<file path="src/pkg/sbc_regs.vh">
// Register map, field positions, reset values and timing counts of the standby clock control.
`ifndef SBC_REGS_VH
`define SBC_REGS_VH

// Register indices; the byte address of a register is four times its index.
`define SBC_IDX_PRESC       8'h28
`define SBC_IDX_TIMER       8'h29
`define SBC_IDX_MODE        8'h3B
`define SBC_IDX_CTRL        8'h40
`define SBC_IDX_CMD         8'h41
`define SBC_IDX_STATUS      8'h42

// Mode register fields and reset value.
`define SBC_MODE_OSCSEL     5
`define SBC_MODE_RESET      8'h80

// Control register fields and reset value.
`define SBC_CTRL_STABSET    0
`define SBC_CTRL_FASTSRC    1
`define SBC_CTRL_RESET      8'h00

// Standby command codes written to the command register.
`define SBC_CMD_STOP        8'h01
`define SBC_CMD_WAIT        8'h02

// Values loaded into the stabilisation timer and prescaler on stop entry.
`define SBC_T1_DEFAULT      8'h01
`define SBC_PRE_DEFAULT     8'hFF

// Clock division ratios, in cycles of the main clock.
`define SBC_PHI_HALF        2
`define SBC_PRE_FORCE_DIV   16

// Oscillator source codes.
`define SBC_SRC_ONCHIP      2'b00
`define SBC_SRC_CERAMIC     2'b01
`define SBC_SRC_RC          2'b10

// Least restart wait of the flash variant, and the main clock rate.
`define SBC_FLASH_WAKE_US   100
`define SBC_CLK_MHZ         125
`define SBC_FLASH_WAKE_CYC  (`SBC_FLASH_WAKE_US * `SBC_CLK_MHZ)

`endif

</file>
<file path="src/hdl/sbc_divider.v">
`timescale 1ns/100ps

// Free running divider that emits a one-cycle enable pulse every DIV clock cycles.
module sbc_divider
#(
    parameter DIV = 16
)
(
    input  wire clk_i,
    input  wire arst_n_i,
    output reg  tick_o
);

    // Cycle counter within one division period.
    reg [7:0] cnt_q;

    // Count down and pulse when the period wraps.
    always @(posedge clk_i or negedge arst_n_i)
    begin
        if (!arst_n_i)
        begin
            cnt_q  <= 8'h00;
            tick_o <= 1'b0;
        end
        else if (cnt_q == 8'h00)
        begin
            cnt_q  <= DIV[7:0] - 8'h01;
            tick_o <= 1'b1;
        end
        else
        begin
            cnt_q  <= cnt_q - 8'h01;
            tick_o <= 1'b0;
        end
    end

endmodule

</file>
<file path="src/hdl/sbc_stab_timer.v">
`timescale 1ns/100ps
`include "sbc_regs.vh"

// Prescaler feeding an 8-bit down timer; the timer underflow ends the restart wait.
module sbc_stab_timer
(
    input  wire       clk_i,
    input  wire       arst_n_i,
    input  wire       tick_i,
    input  wire       load_def_i,
    input  wire       wr_pre_i,
    input  wire       wr_t1_i,
    input  wire [7:0] wdata_i,
    output wire [7:0] pre_o,
    output wire [7:0] t1_o,
    output reg        under_o
);

    // Live counters and their reload latches.
    reg [7:0] pre_cnt_q;
    reg [7:0] pre_rld_q;
    reg [7:0] t1_cnt_q;
    reg [7:0] t1_rld_q;

    assign pre_o = pre_cnt_q;
    assign t1_o  = t1_cnt_q;

    // A default load or a software write takes priority over counting.
    always @(posedge clk_i or negedge arst_n_i)
    begin
        if (!arst_n_i)
        begin
            pre_cnt_q <= `SBC_PRE_DEFAULT;
            pre_rld_q <= `SBC_PRE_DEFAULT;
            t1_cnt_q  <= `SBC_T1_DEFAULT;
            t1_rld_q  <= `SBC_T1_DEFAULT;
            under_o   <= 1'b0;
        end
        else
        begin
            under_o <= 1'b0;
            if (load_def_i)
            begin
                // Fixed restart wait: prescaler and timer both get their defaults.
                pre_cnt_q <= `SBC_PRE_DEFAULT;
                pre_rld_q <= `SBC_PRE_DEFAULT;
                t1_cnt_q  <= `SBC_T1_DEFAULT;
                t1_rld_q  <= `SBC_T1_DEFAULT;
            end
            else if (wr_pre_i || wr_t1_i)
            begin
                // Software writes load counter and latch together.
                if (wr_pre_i)
                begin
                    pre_cnt_q <= wdata_i;
                    pre_rld_q <= wdata_i;
                end
                if (wr_t1_i)
                begin
                    t1_cnt_q <= wdata_i;
                    t1_rld_q <= wdata_i;
                end
            end
            else if (tick_i)
            begin
                if (pre_cnt_q == 8'h00)
                begin
                    // Prescaler wraps and clocks the timer once.
                    pre_cnt_q <= pre_rld_q;
                    if (t1_cnt_q == 8'h00)
                    begin
                        t1_cnt_q <= t1_rld_q;
                        under_o  <= 1'b1;
                    end
                    else
                    begin
                        t1_cnt_q <= t1_cnt_q - 8'h01;
                    end
                end
                else
                begin
                    pre_cnt_q <= pre_cnt_q - 8'h01;
                end
            end
        end
    end

endmodule

</file>
<file path="src/hdl/sbc_standby_clock.v">
`timescale 1ns/100ps
`include "sbc_regs.vh"

// Behaviour
// - Stop instruction halts clock high, stops oscillator
// - Stop entry, bit zero: timer 01, prescaler FF
// - Stop entry, bit one: timer, prescaler untouched
// - Stop and restart wait: prescaler fed by f/16
// - Interrupt restarts oscillator, clock after timer underflow
// - Reset ends stop with no timed wait
// - Flash variant: regulator low power during stop
// - Wait instruction halts clock high, oscillator runs
// - Wait mode: reset or interrupt restarts immediately
// - Start on on-chip oscillator, mode bit selects later
// - Mode bits five, one, zero writable once
module sbc_standby_clock
#(
    parameter FLASH_VARIANT = 1,
    parameter WAKE_CYC      = `SBC_FLASH_WAKE_CYC
)
(
    input  wire        REF_CLK_I,
    input  wire        ARST_N_I,
    input  wire        INT_REQ_I,
    input  wire        PSEL_I,
    input  wire        PENABLE_I,
    input  wire        PWRITE_I,
    input  wire [9:0]  PADDR_I,
    input  wire [31:0] PWDATA_I,
    output reg  [31:0] PRDATA_O,
    output reg         PREADY_O,
    output reg         PSLVERR_O,
    output reg         PHI_O,
    output reg         XIN_OSC_EN_O,
    output reg         REG_LOWPWR_O,
    output reg  [1:0]  OSC_SEL_O,
    output reg  [1:0]  CPU_MODE_O
);

    // One-hot standby states.
    localparam [3:0] ST_RUN  = 4'b0001;
    localparam [3:0] ST_STOP = 4'b0010;
    localparam [3:0] ST_STAB = 4'b0100;
    localparam [3:0] ST_WAIT = 4'b1000;

    // Returns one when the word index names a mapped register.
    function reg_hit;
        input [7:0] idx;
        begin
            reg_hit = (idx == `SBC_IDX_PRESC) || (idx == `SBC_IDX_TIMER) ||
                      (idx == `SBC_IDX_MODE)  || (idx == `SBC_IDX_CTRL)  ||
                      (idx == `SBC_IDX_CMD)   || (idx == `SBC_IDX_STATUS);
        end
    endfunction

    // Standby state register.
    reg  [3:0]  state_q;
    // Interrupt request synchroniser stages.
    reg         int_s1_q;
    reg         int_s2_q;
    // Software registers.
    reg  [7:0]  mode_q;
    reg         mode_lock_q;
    reg  [7:0]  ctrl_q;
    // Restart wait length check for the flash variant.
    reg  [13:0] wake_cnt_q;
    reg         short_wake_q;
    // Register bus decode.
    wire [7:0]  idx;
    wire        setup;
    wire        wr_acc;
    wire        wr_presc;
    wire        wr_timer;
    wire        wr_mode;
    wire        wr_ctrl;
    wire        wr_cmd;
    // Clock enables and timer hookup.
    wire        phi_tick;
    wire        tick16;
    wire        force16;
    wire        presc_tick;
    wire        count_en;
    wire        load_def;
    wire        t1_under;
    wire [7:0]  pre_val;
    wire [7:0]  t1_val;
    wire        cmd_stop;
    wire        cmd_wait;
    wire        wake;
    reg  [7:0]  rd_mux;

    // Word index of the bus address; the low two address bits are ignored.
    assign idx      = PADDR_I[9:2];
    // Setup phase of an APB transfer.
    assign setup    = PSEL_I && !PENABLE_I;
    // A write takes effect on the edge that completes its access phase.
    assign wr_acc   = PSEL_I && PENABLE_I && PREADY_O && PWRITE_I;
    assign wr_presc = wr_acc && (idx == `SBC_IDX_PRESC);
    assign wr_timer = wr_acc && (idx == `SBC_IDX_TIMER);
    assign wr_mode  = wr_acc && (idx == `SBC_IDX_MODE);
    assign wr_ctrl  = wr_acc && (idx == `SBC_IDX_CTRL);
    assign wr_cmd   = wr_acc && (idx == `SBC_IDX_CMD);
    // Standby instructions are taken only while running.
    assign cmd_stop = wr_cmd && (PWDATA_I[7:0] == `SBC_CMD_STOP) && (state_q == ST_RUN);
    assign cmd_wait = wr_cmd && (PWDATA_I[7:0] == `SBC_CMD_WAIT) && (state_q == ST_RUN);
    // Only the second synchroniser stage is read by logic.
    assign wake     = int_s2_q;

    // Fixed defaults go into the stabilisation timer only when the set bit is zero.
    assign load_def = cmd_stop && !ctrl_q[`SBC_CTRL_STABSET];

    // In stop and the restart wait the prescaler input is forced to f/16.
    assign force16    = (state_q == ST_STOP) || (state_q == ST_STAB);
    assign presc_tick = (force16 || !ctrl_q[`SBC_CTRL_FASTSRC]) ? tick16 : 1'b1;
    // With the oscillator halted the timer has no clock to count.
    assign count_en   = (state_q != ST_STOP);

    // Enable for each half period of the internal clock.
    sbc_divider
    #(
        .DIV      (`SBC_PHI_HALF)
    )
    u_phi_div
    (
        .clk_i    (REF_CLK_I),
        .arst_n_i (ARST_N_I),
        .tick_o   (phi_tick)
    );

    // Main clock divided by sixteen for the prescaler.
    sbc_divider
    #(
        .DIV      (`SBC_PRE_FORCE_DIV)
    )
    u_pre_div
    (
        .clk_i    (REF_CLK_I),
        .arst_n_i (ARST_N_I),
        .tick_o   (tick16)
    );

    // Prescaler and timer that time the restart wait.
    sbc_stab_timer u_stab
    (
        .clk_i      (REF_CLK_I),
        .arst_n_i   (ARST_N_I),
        .tick_i     (presc_tick && count_en),
        .load_def_i (load_def),
        .wr_pre_i   (wr_presc),
        .wr_t1_i    (wr_timer),
        .wdata_i    (PWDATA_I[7:0]),
        .pre_o      (pre_val),
        .t1_o       (t1_val),
        .under_o    (t1_under)
    );

    // Two-stage synchroniser for the external interrupt request pin.
    always @(posedge REF_CLK_I or negedge ARST_N_I)
    begin
        if (!ARST_N_I)
        begin
            int_s1_q <= 1'b0;
            int_s2_q <= 1'b0;
        end
        else
        begin
            int_s1_q <= INT_REQ_I;
            int_s2_q <= int_s1_q;
        end
    end

    // Standby state machine with oscillator and regulator control.
    // Reset returns every state straight to run with the oscillator on and no timed wait.
    always @(posedge REF_CLK_I or negedge ARST_N_I)
    begin
        if (!ARST_N_I)
        begin
            state_q      <= ST_RUN;
            XIN_OSC_EN_O <= 1'b1;
            REG_LOWPWR_O <= 1'b0;
        end
        else
        begin
            case (state_q)
                ST_RUN:
                begin
                    // Stop halts the oscillator and, on flash parts, lowers the regulator.
                    if (cmd_stop)
                    begin
                        state_q      <= ST_STOP;
                        XIN_OSC_EN_O <= 1'b0;
                        REG_LOWPWR_O <= (FLASH_VARIANT != 0);
                    end
                    // Wait gates only the internal clock; the oscillator keeps running.
                    else if (cmd_wait)
                    begin
                        state_q <= ST_WAIT;
                    end
                end
                ST_STOP:
                begin
                    // Interrupt restarts the oscillator and starts the timed wait.
                    // Software must have enabled the interrupt beforehand.
                    if (wake)
                    begin
                        state_q      <= ST_STAB;
                        XIN_OSC_EN_O <= 1'b1;
                        REG_LOWPWR_O <= 1'b0;
                    end
                end
                ST_STAB:
                begin
                    // Clock supply resumes only on the timer underflow.
                    if (t1_under)
                    begin
                        state_q <= ST_RUN;
                    end
                end
                ST_WAIT:
                begin
                    // Oscillator never stopped, so resume at once.
                    if (wake)
                    begin
                        state_q <= ST_RUN;
                    end
                end
                default:
                begin
                    state_q <= ST_RUN;
                end
            endcase
        end
    end

    // Internal clock: it may only fall while running, so it always halts high
    // after a whole pulse and restarts with a full-length low phase.
    always @(posedge REF_CLK_I or negedge ARST_N_I)
    begin
        if (!ARST_N_I)
        begin
            PHI_O <= 1'b1;
        end
        else if (phi_tick)
        begin
            if (!PHI_O)
            begin
                PHI_O <= 1'b1;
            end
            else if (state_q == ST_RUN)
            begin
                PHI_O <= 1'b0;
            end
        end
    end

    // Measures the restart wait and flags one shorter than the flash supply needs.
    always @(posedge REF_CLK_I or negedge ARST_N_I)
    begin
        if (!ARST_N_I)
        begin
            wake_cnt_q   <= 14'h0000;
            short_wake_q <= 1'b0;
        end
        else if (cmd_stop)
        begin
            wake_cnt_q   <= 14'h0000;
            short_wake_q <= 1'b0;
        end
        else if (state_q == ST_STAB)
        begin
            if (wake_cnt_q != 14'h3FFF)
            begin
                wake_cnt_q <= wake_cnt_q + 14'h0001;
            end
            // Flag is only meaningful on flash parts.
            if (t1_under && (FLASH_VARIANT != 0) && ({18'h0_0000, wake_cnt_q} < WAKE_CYC - 1))
            begin
                short_wake_q <= 1'b1;
            end
        end
    end

    // Mode register: oscillator select and operating mode bits take one write only.
    // The external-clock case relies on software writing the ceramic code here.
    always @(posedge REF_CLK_I or negedge ARST_N_I)
    begin
        if (!ARST_N_I)
        begin
            mode_q      <= `SBC_MODE_RESET;
            mode_lock_q <= 1'b0;
        end
        else if (wr_mode)
        begin
            mode_q[7:6] <= PWDATA_I[7:6];
            mode_q[4:2] <= PWDATA_I[4:2];
            if (!mode_lock_q)
            begin
                mode_q[5]   <= PWDATA_I[5];
                mode_q[1:0] <= PWDATA_I[1:0];
                mode_lock_q <= 1'b1;
            end
        end
    end

    // Source and mode outputs: on-chip oscillator until the mode bit is committed.
    always @(posedge REF_CLK_I or negedge ARST_N_I)
    begin
        if (!ARST_N_I)
        begin
            OSC_SEL_O  <= `SBC_SRC_ONCHIP;
            CPU_MODE_O <= 2'b00;
        end
        else
        begin
            CPU_MODE_O <= mode_q[1:0];
            if (mode_lock_q)
            begin
                OSC_SEL_O <= mode_q[`SBC_MODE_OSCSEL] ? `SBC_SRC_RC : `SBC_SRC_CERAMIC;
            end
        end
    end

    // Control register: stabilisation-time set bit and prescaler source.
    always @(posedge REF_CLK_I or negedge ARST_N_I)
    begin
        if (!ARST_N_I)
        begin
            ctrl_q <= `SBC_CTRL_RESET;
        end
        else if (wr_ctrl)
        begin
            ctrl_q <= {6'b00_0000, PWDATA_I[1:0]};
        end
    end

    // Read data selection; unmapped and write-only words read as zero.
    always @*
    begin
        rd_mux = 8'h00;
        case (idx)
            `SBC_IDX_PRESC:  rd_mux = pre_val;
            `SBC_IDX_TIMER:  rd_mux = t1_val;
            `SBC_IDX_MODE:   rd_mux = mode_q;
            `SBC_IDX_CTRL:   rd_mux = ctrl_q;
            `SBC_IDX_STATUS: rd_mux = {mode_lock_q, short_wake_q, REG_LOWPWR_O, XIN_OSC_EN_O, state_q};
            default:         rd_mux = 8'h00;
        endcase
    end

    // APB slave: ready rises for the access phase that follows each setup cycle,
    // so every transfer completes with no wait state.
    always @(posedge REF_CLK_I or negedge ARST_N_I)
    begin
        if (!ARST_N_I)
        begin
            PREADY_O  <= 1'b0;
            PSLVERR_O <= 1'b0;
            PRDATA_O  <= 32'h0000_0000;
        end
        else if (setup)
        begin
            PREADY_O  <= 1'b1;
            PSLVERR_O <= !reg_hit(idx);
            PRDATA_O  <= {24'h00_0000, rd_mux};
        end
        else
        begin
            PREADY_O  <= 1'b0;
            PSLVERR_O <= 1'b0;
        end
    end

endmodule

</file>
<file path="config.mk">
export PLATFORM = sky130hd
export DESIGN_NAME = sbc_standby_clock
export DESIGN_NICKNAME = d
export VERILOG_FILES = /design/src/hdl/sbc_divider.v /design/src/hdl/sbc_stab_timer.v /design/src/hdl/sbc_standby_clock.v
export VERILOG_INCLUDE_DIRS = /design/src /design/src/pkg
export SDC_FILE = /design/constraint.sdc
export NUM_CORES = 1
export LEC_CHECK = 0
export BUFFER_PORTS_ARGS = -buffer_cell sky130_fd_sc_hd__buf_2
export CORE_MARGIN = 10
export CORE_UTILIZATION = 50
export CTS_CLUSTER_DIAMETER = 50
export CTS_CLUSTER_SIZE = 10
export DETAILED_ROUTE_END_ITERATION = 16
export PLACE_DENSITY = 0.72
export SLEW_MARGIN = 20
export SYNTH_ARGS = -nofsm -noshare
export SYNTH_HDL_FRONTEND = slang
export SYNTH_SLANG_ARGS = --single-unit
</file>
<file path="constraint.sdc">
create_clock -name REF_CLK_I -period 2.9 [get_ports REF_CLK_I]
set_input_delay 0.435 -clock REF_CLK_I [delete_from_list [all_inputs] [get_ports REF_CLK_I]]
set_output_delay 0.435 -clock REF_CLK_I [all_outputs]
set_load 0.01 [all_outputs]
</file>
==> flow_summary.ini, run 1 <==
[timing]
worstMarginPinSlew_ns = 0.796
fin_worst_skew_ns = 0.00964
setup_viol = 0
slew_headroom_pct = 46.8
post-route-period-util_pct = 86.1
hold_viol = 0
period_needed_ns = 2.50
fmax_mhz = 401
tns_ns = 0
rsz0062_at_grt = false
drv_slew = 0

[setup_path]
path_class = reg -> reg
reg2reg_slack_ns = 0.40
crit_path_max_fanout = 8
max_stage_delay_ns = 0.62
slowest_stage = or4b_1
crit_path_end_kind = register
worstPathRequired_ns = 3.20
critical_path.cell_chain = or4b_1 -> a21oi_1 -> nor3_1 -> or3_1 -> mux2_4
start_kind = register
worstPathArrival_ns = 2.80

[cts]
clk_latency_ns = 0.37
cts_made_buffers = 9
cts.sinks = 100
path_clk_slew_ns = 0.11
cts_setup_buffers = 0
ctsHoldBuffers = 0
cts_max_path_buffers = 2
h-tree-depth = 3
root_buffer = clkbuf_8
cts_tree = yes
cts_resized = 0

[hold_path]
min_path_type = in -> async

[global_routing]
grt_max_degree = 55
overflow = 0
track_usage_pct = 17.2
grt_pass1_vias = 4402
grt_antenna_before_repair = 0
grt_pass1_wl_mm = 22.6

[routing]
wl_per_cell_um = 18.3
drc_errors = 0
drt_iter0_drc = 521
wl_mm = 13.7
dr.pass1.iters = 5
vias = 4460
avgViaCountPerCell = 5.97
drtAntennaViolNets = 0

[yosys]
netlist_instances = 558
ys_warn_count = 0
ys_seq_elements = 100
postSynthAreaPerCell_um2 = 9.84
async_flop_share_pct = 100
ys_types = 63
ys_seq_area_share_pct = 46.1
synth_flop_cell = dfrtp_1
yosysTopAreaCell = dfrtp_1
synth_edf_count = 0
syn_area_um2 = 5490
synth_top_area_share_pct = 35.6
synth_area_leaders = dfrtp_1 36%, dfstp_2 11%, buf_4 3.4%

[die]
die_x_um = 125
rows = 38
fp.dieH_um = 125
core_area_um2 = 10800
die_area_um2 = 15600
ioPinCount = 89
start_util_pct = 50.9

[placement]
hpwl_mm = 10.1
placed_cells = 731
port_buffers = 38
gp_congestion = 0.923

[pwr]
power.density_nw_per_um2 = 416
p_leak_nw = 2.69
ir_drop_mv = 0.256

[cells_and_area]
drive_above_1_share_pct = 19.6
areaGrowthSynthToFinish_pct = 8.96
antennaDiodeCount = 0
finalNonFillerCells = 747
final_nets = 659

[run]
drv_cap = 0

[status]
status = completed
## where the power goes
group	internal (mW)	switching, mW
clock	0.328	0.526
combinational	0.0679	0.124
sequential	1.42	0.0223
## cells in the mapped netlist, drive strengths merged, types with 11 or more instances
| library cell | number |
|---|---|
| nand2 | 44 |
| a21oi | 27 |
| a22o | 12 |
| mux2 | 17 |
| clkbuf | 15 |
| nor2 | 45 |
| dfstp | 22 |
| dfrtp | 78 |
| xnor2 | 11 |
| buf | 28 |
| inv | 20 |
| nand3 | 26 |
| o21ai | 25 |
| xor2 | 12 |
| nor3 | 23 |
| nor4 | 20 |
## registers in the layout, summed over array words and instances (netlist names), 8 cells and up
| register | count |
|---|---|
| PRDATA_O | 8 |
| mode_q | 8 |
| u_phi_div.cnt_q | 8 |
| u_pre_div.cnt_q | 8 |
| u_stab.pre_o | 8 |
| u_stab.pre_rld_q | 8 |
| u_stab.t1_o | 8 |
| u_stab.t1_rld_q | 8 |
| wake_cnt_q | 14 |
## final cells by class
type                    instances  area [um^2]
flip-flops and latches        100         2530
well taps                     140          175
inverters                      20         75.1
clock inverters                 7         60.1
fillers                       999         4810
repair buffers                 53          318
multi-input cells             418         2700
clock buffers                   9          124
## metal layers
layer	share of wire [%]	track usage (%)
met1	46	23.5
met2	45	26.6
met3	6.3	4.04
met4	2.0	5.21
met5	0	0
## layout by cell type, fill, tap and decap left out, drive strengths merged, types with 7 or more instances in the layout
cell	n
o21ai	25
a22o	12
nand4	8
nand2b	8
xor2	12
mux2i	9
nor4	20
mux2	17
buf	53
conb	24
nor3	23
nand3	26
dfrtp	78
and2	7
dfstp	22
inv	23
a21oi	27
nand2	44
ha	9
nor2	45
xnor2	11
clkbuf	9
## critical path: cells and delay by family (launching register included)
kind	cells	cell delay (ns)
AOI/OAI and AO/OA	1	0.31
DFF	1	0.49
muxes	1	0.35
and+or+nand+nor	3	1.27
## through the flow
stage	cell area [um^2]	setup slack (ns)	power (mW)	util, %	hold WS (ns)
after global routing	5980	0.254	2.59	55.4	0.0946
after detailed placement	5800	0.416	1.66	53.7	0.350
after global placement	5800	0.444	1.65	53.7	0.362
after floorplan	5580	0.568	1.59	-	0.139
final	5980	0.404	2.49	55.4	0.0549
after CTS	5980	0.421	2.51	55.4	0.0737
## logic make-up (layout without fill, tap and decap cells)
group | Yosys count | in the layout | synth area share [%]
adders and majority gates | 9 | 9 | 2.05
buffers and inverters | 63 | 89 | 6.31
xor gates and xnor gates | 23 | 23 | 3.67
AOI/OAI and AO/OA | 112 | 112 | 14.0
other | 1 | 24 | 0.0683
DFF | 100 | 100 | 46.1
muxes | 26 | 26 | 5.20
and+or+nand+nor | 224 | 224 | 22.6
## worst paths after layout
path	startpoint	end	cells after the start
min in group REF_CLK_I	INT_REQ_I	int_s1_q	1
min	ARST_N_I	wake_cnt_q[2]	1
max in group asynchronous	ARST_N_I	u_stab.t1_o[0]	2
max reg2reg	state_q[1]	u_stab.pre_o[3]	5
min reg2reg	int_s1_q	int_s2_q	0
max	state_q[1]	u_stab.pre_o[3]	5
(Power assumes the default switching activity.)
==> run 2, diff against run 1 <==
--- a/config.mk
+++ b/config.mk
@@ -16,4 +16,5 @@
 export SLEW_MARGIN = 20
 export SYNTH_ARGS = -nofsm -noshare
 export SYNTH_HDL_FRONTEND = slang
+export SYNTH_HIERARCHICAL = 1
 export SYNTH_SLANG_ARGS = --single-unit
==> run 2 against run 1 <==
  * Clock power increased by 49%
  * Global-route usage hardly changed
  * Critical endpoint is now u_stab/t1_o[7]
  * Largest cell class unchanged
  * Via count up 3.6%
  * Clock skew is essentially flat
  * Combinational power increased by 8%
==> flow_summary.ini, run 2 <==
[die]
die_area_um2 = 16000
rows = 38
start_util_pct = 51.8
core_area_um2 = 11000
ioPinCount = 89
fp.dieH_um = 127
die_x_um = 127

[yosys]
synth_edf_count = 0
synth_area_leaders = dfrtp_1 34%, dfstp_2 10%, nor2_1 3.4%
async_flop_share_pct = 100
synth_compound_area_share_pct = 14.6
synth_xor_area_share_pct = 1.54
yosysTopAreaCell = dfrtp_1
ys_types = 72
syn_area_um2 = 5680
netlist_instances = 582
muxShareOfSynthArea_pct = 6.71
yosys.area_share.simple_pct = 24.1
ys_seq_area_share_pct = 44.5
postSynthAreaPerCell_um2 = 9.77
synth.most_common_cell = dfrtp_1
synth_top_family_by_area = simple AND/OR/NAND/NOR gates
ys_warn_count = 6
ys_top_cells_by_count = 78 x dfrtp_1, 52 x nor2_1, 42 x nand2_1, 31 x a21oi_1, 29 x o21ai_0
synth_top_area_share_pct = 34.3
synth_flop_cell = dfrtp_1
synthAdderAreaFrac_pct = 1.54
ys_seq_elements = 100

[timing]
slew_headroom_pct = 42.0
setup_viol = 0
post-route-period-util_pct = 82.2
fmax_mhz = 419
rsz0062_at_grt = false
fin_worst_skew_ns = 0.00928
tns_ns = 0
hold_viol = 0
worstMarginPinSlew_ns = 0.867
period_needed_ns = 2.38
setup_ws_ns = 0.516
drv_slew = 0

[routing]
wl_mm = 13.7
vias = 4622
drtAntennaViolNets = 0
avgViaCountPerCell = 6.04
drt_iter0_drc = 474
drc_errors = 0
wl_per_cell_um = 17.9
dr.pass1.iters = 6

[cts]
cts.sinks = 100
root_buffer = clkbuf_16
cts_tree = yes
ctsHoldBuffers = 0
cts_resized = 0
cts_made_buffers = 9
cts_setup_buffers = 0
cts_max_path_buffers = 2
clk_latency_ns = 0.35
path_clk_slew_ns = 0.07
h-tree-depth = 3

[run]
drv_cap = 0

[setup_path]
reg2reg_depth = 8
crit_path_end_kind = register
cp_common_cell = o21ai_0
worstPathArrival_ns = 2.62
reg2reg_slack_ns = 0.52
reg2reg_to = u_stab/t1_o[7]
worstPathRequired_ns = 3.13
path_class = reg -> reg
slowest_stage = dfstp_2
max_stage_delay_ns = 0.64
start_kind = register
crit_path_max_fanout = 8
critical_path.cell_chain = nor4b_2 -> nand4b_1 -> nor3_2 -> buf_4 -> o21bai_1 -> a21oi_1 -> o21ai_0 -> o21ai_0
r2r_start = state_q[0]

[cells_and_area]
final_cell_mix = 78 x dfrtp_1, 52 x nor2_1, 42 x nand2_1
finalNonFillerCells = 765
largest_reg_flops = 14
final_nets = 675
drive_above_1_share_pct = 20.6
layout_commonest_cell = dfrtp_1
nFillCells = 959
top_register = wake_cnt_q
areaGrowthSynthToFinish_pct = 10.2
antennaDiodeCount = 0
postLayoutCoreUtil_pct = 57.1

[placement]
hpwl_mm = 9.96
place_ws_ns = 0.329
placed_cells = 749
port_buffers = 38
gp_congestion = 0.899

[global_routing]
grt_pass1_wl_mm = 22.9
track_usage_pct = 17.3
grt_antenna_before_repair = 0
grt_pass1_vias = 4464
overflow = 0
grt_max_degree = 57

[status]
status = completed

[pwr]
power.density_nw_per_um2 = 470
ir_drop_mv = 0.341
p_leak_nw = 2.77

[hold_path]
min_path_type = in -> async
==> run 2: routing by layer <==
| layer | global-route usage [%] | vias up | routed length [um] | share of wire, % |
|---|---|---|---|---|
| li1 | - | 2153 | - | - |
| met1 | 23.0 | 2283 | 5920 | 43 |
| met2 | 26.4 | 171 | 6520 | 48 |
| met3 | 5.21 | 15 | 1040 | 7.6 |
| met4 | 5.36 | 0 | 201 | 1.5 |
| met5 | 0 | - | 0 | 0 |
==> run 2: kinds of logic after synthesis <==
kind of cell             Yosys count
AO/OA/AOI/OAI                    125
XOR/XNOR                          10
adder cells (fa/ha/maj)            7
buffers and inverters             69
flip-flops                       100
multiplexers                      35
other                              1
AND/OR/NAND/NOR                  235
==> run 2: worst max path at each step <==
stage	to	start	slack [ns]
final	u_stab/t1_o[7]	state_q[0]	0.52
after global routing	u_stab/t1_o[7]	state_q[0]	0.30
after CTS	u_stab/t1_o[7]	state_q[0]	0.57
after detailed placement	u_stab/t1_o[7]	PADDR_I[3]	0.33
after global placement	u_stab/t1_o[7]	PADDR_I[3]	0.34
after floorplan	u_stab/t1_o[7]	PADDR_I[3]	0.48
==> run 2: layout make-up <==
| cell class | instances | area [um^2] | share of cell area (%) |
|---|---|---|---|
| multi-input cells | 436 | 2860 | 45.6 |
| well taps | 140 | 175 | 2.80 |
| flip-flops and latches | 100 | 2530 | 40.4 |
| clock inverters | 4 | 75.1 | 1.20 |
| inverters | 21 | 78.8 | 1.26 |
| clock buffers | 12 | 236 | 3.77 |
| repair buffers | 52 | 310 | 4.95 |
==> run 2: report_power, final <==
part	total [mW]	internal (mW)	switching, mW
logic	0.208	0.0738	0.135
clock network	1.27	0.757	0.514
registers	1.47	1.43	0.0362
==> run 2: critical path: cells and delay by family (launching register included) <==
kind,cells,cell delay (ns)
compound gates,4,0.46
buf+inv,1,0.23
flops,1,0.64
simple gates,3,0.93
==> run 2: stage by stage <==
step	instance area (um^2)	hold slack, ns	power (mW)
floorplan	5770	0.139	1.62
global placement	5950	0.334	1.69
detailed placement	5950	0.340	1.69
CTS	6270	0.109	2.98
global route	6270	0.127	3.06
finish	6270	0.0864	2.95
==> run 3, diff against run 2 <==
--- a/config.mk
+++ b/config.mk
@@ -12,7 +12,7 @@
 export CTS_CLUSTER_DIAMETER = 50
 export CTS_CLUSTER_SIZE = 10
 export DETAILED_ROUTE_END_ITERATION = 16
-export PLACE_DENSITY = 0.72
+export PLACE_DENSITY = 0.75
 export SLEW_MARGIN = 20
 export SYNTH_ARGS = -nofsm -noshare
 export SYNTH_HDL_FRONTEND = slang
==> constraint.sdc (replaced) <==
create_clock -name REF_CLK_I -period 1.9 [get_ports REF_CLK_I]
set_input_delay 0.285 -clock REF_CLK_I [delete_from_list [all_inputs] [get_ports REF_CLK_I]]
set_output_delay 0.285 -clock REF_CLK_I [all_outputs]
set_load 0.01 [all_outputs]
==> run 3 against run 2 <==
  * The run now ends with negative setup slack left
  * Utilization rose by 9.5 points
  * Flip-flop and latch count unchanged
  * Combinational power grew 98%
  * Total power up 58%
  * Clock skew shrank 0.0017 ns
  * Routed wire length grew 13%
  * Sequential power is 52% higher
  * Cell count rose by 15%
==> flow_summary.ini, run 3 (synthesis gave the netlist of run 2 again) <==
[routing]
dr.max_layer_used = met4
dr.pass1.iters = 5
wl_met1_mm = 6.64
vias = 5081
wl_per_cell_um = 17.6
drc_errors = 0
avgViaCountPerCell = 5.80
wl_mm = 15.5
drtAntennaViolNets = 0
drt_iter0_drc = 543
wl_met2_mm = 7.51
route.met3.wl_mm = 1.02

[cells_and_area]
final_cell_mix = 113 x buf_4, 78 x dfrtp_1, 51 x nor2_1
finalNonFillerCells = 876
areaGrowthSynthToFinish_pct = 28.5
final_nets = 786
top_register = wake_cnt_q
largest_reg_flops = 14
antennaDiodeCount = 0
layout_commonest_cell = buf_4
postLayoutCoreUtil_pct = 66.5
drive_above_1_share_pct = 34.9

[hold_path]
whs_path_depth = 1
min_to = int_s1_q
min_path_type = in -> reg
min_from = INT_REQ_I

[cts]
root_buffer = clkbuf_16
cts_made_buffers = 9
path_clk_slew_ns = 0.06
cts_max_path_buffers = 2
cts_tree = yes
cts.sinks = 100
h-tree-depth = 3
clk_latency_ns = 0.36

[pwr]
net-switching-power_mw = 1.08
power.share.combinational_pct = 8.8
clkPwrFrac_pct = 43.3
power.density_nw_per_um2 = 637
p_sw_share_pct = 23.1
intPower_mw = 3.58
ir_drop_mv = 0.623
p_leak_nw = 3.42
sequentialPowerShare_pct = 47.9

[setup_path]
reg2reg_slack_ns = -0.09
worstPathRequired_ns = 2.14
worstPathArrival_ns = 2.23
crit_path_end_kind = register
path_class = reg -> reg
r2r_start = state_q[1]
reg2reg_to = u_stab/t1_o[1]
start_kind = register
reg2reg_depth = 9
crit_path_max_fanout = 6

[die]
rows = 38
ioPinCount = 89
start_util_pct = 51.8
die_x_um = 127
core_area_um2 = 11000
fp.dieH_um = 127
die_area_um2 = 16000

[timing]
fmax_mhz = 503
holdWs_ns = 0.0478
drv_slew = 0
rsz0062_at_grt = true
hold_viol = 0
setup_viol = 19
period_needed_ns = 1.99
post-route-period-util_pct = 105
fin_worst_skew_ns = 0.00757
setup_ws_ns = -0.0863

[global_routing]
grt_max_degree = 57
overflow = 0
grt_antenna_before_repair = 0
grt_pass1_wl_mm = 25.5
grt_pass1_vias = 5129
track_usage_pct = 19.2

[placement]
place_ws_ns = -0.506
gp_congestion = 0.947
port_buffers = 38
placed_cells = 839
hpwl_mm = 11.4

[status]
status = finished, violations left
violations = negative setup slack

[run]
drv_cap = 0
-- run 3: cell types whose count changed in the layout (fill, tap and decap cells not counted), moves of 3 or more --
| cell | previous run | this run |
|---|---|---|
| o21ai_1 | 0 | 6 |
| buf_4 | 14 | 113 |
| o21ai_0 | 29 | 23 |
| nor3_4 | 0 | 3 |
| buf_6 | 0 | 7 |
-- run 3: repair_timing --
action | CTS | global route
hold buffers | 1 | 0
endpoints found under the hold margin | 31 | 0
resized for setup | 26 | 15
cloned | 1 | 0
pin swaps | 14 | 14
setup endpoints to repair | 26 | 37
buffers inserted | 17 | 2
-- run 3: worst max path at each step --
stage	startpoint	to	slack, ns	cells past startpoint
detailed placement	PADDR_I[3]	u_stab/t1_o[7]	-0.51	9
global placement	PADDR_I[3]	u_stab/t1_o[7]	-0.48	9
finish	state_q[1]	u_stab/t1_o[1]	-0.09	9
global route	state_q[1]	u_stab/t1_o[1]	-0.16	9
CTS	state_q[1]	u_stab/t1_o[1]	-0.05	9
floorplan	PADDR_I[8]	u_stab/pre_o[5]	-0.04	10
-- run 3: power by group through the flow --
stage          registers [mW]  clock network [mW]  logic [mW]
2_1_floorplan            2.26                   0       0.215
3_3_place_gp             2.26                   0       0.385
3_5_place_dp             2.26                   0       0.397
4_1_cts                  2.23                2.06       0.404
5_1_grt                  2.23                2.14       0.453
6_report                 2.23                2.01       0.411
-- run 3: layer usage --
layer,vias to the layer above,GRT usage [%]
li1,2385,-
met3,28,4.91
met4,0,7.03
met2,180,31.1
met1,2488,24.4
met5,-,0
-- run 3: cell type report --
type                    count  area (um^2)
clock buffers              12          256
fillers                   871         3680
inverters                  21         78.8
clock inverters             4         72.6
repair buffers            162         1200
well taps                 140          175
flip-flops and latches    100         2530
multi-input cells         437         2990
-- run 3: metrics by stage --
step	area, um^2	total power, mW	setup TNS, ns
floorplan	5820	2.47	-0.0678
global placement	6700	2.65	-16.23
detailed placement	6700	2.66	-16.31
CTS	7240	4.69	-0.135
global route	7300	4.83	-2.66
finish	7300	4.65	-0.604
-- run 3: worst max-delay path, cell delays in order, from the launching register on --
cell	delay [ns]
dfrtp_1	0.40
buf_6	0.13
nor4b_4	0.32
nand4b_1	0.23
nor3_4	0.20
buf_6	0.15
buf_12	0.12
buf_8	0.11
nor2_4	0.03
a22o_1	0.18
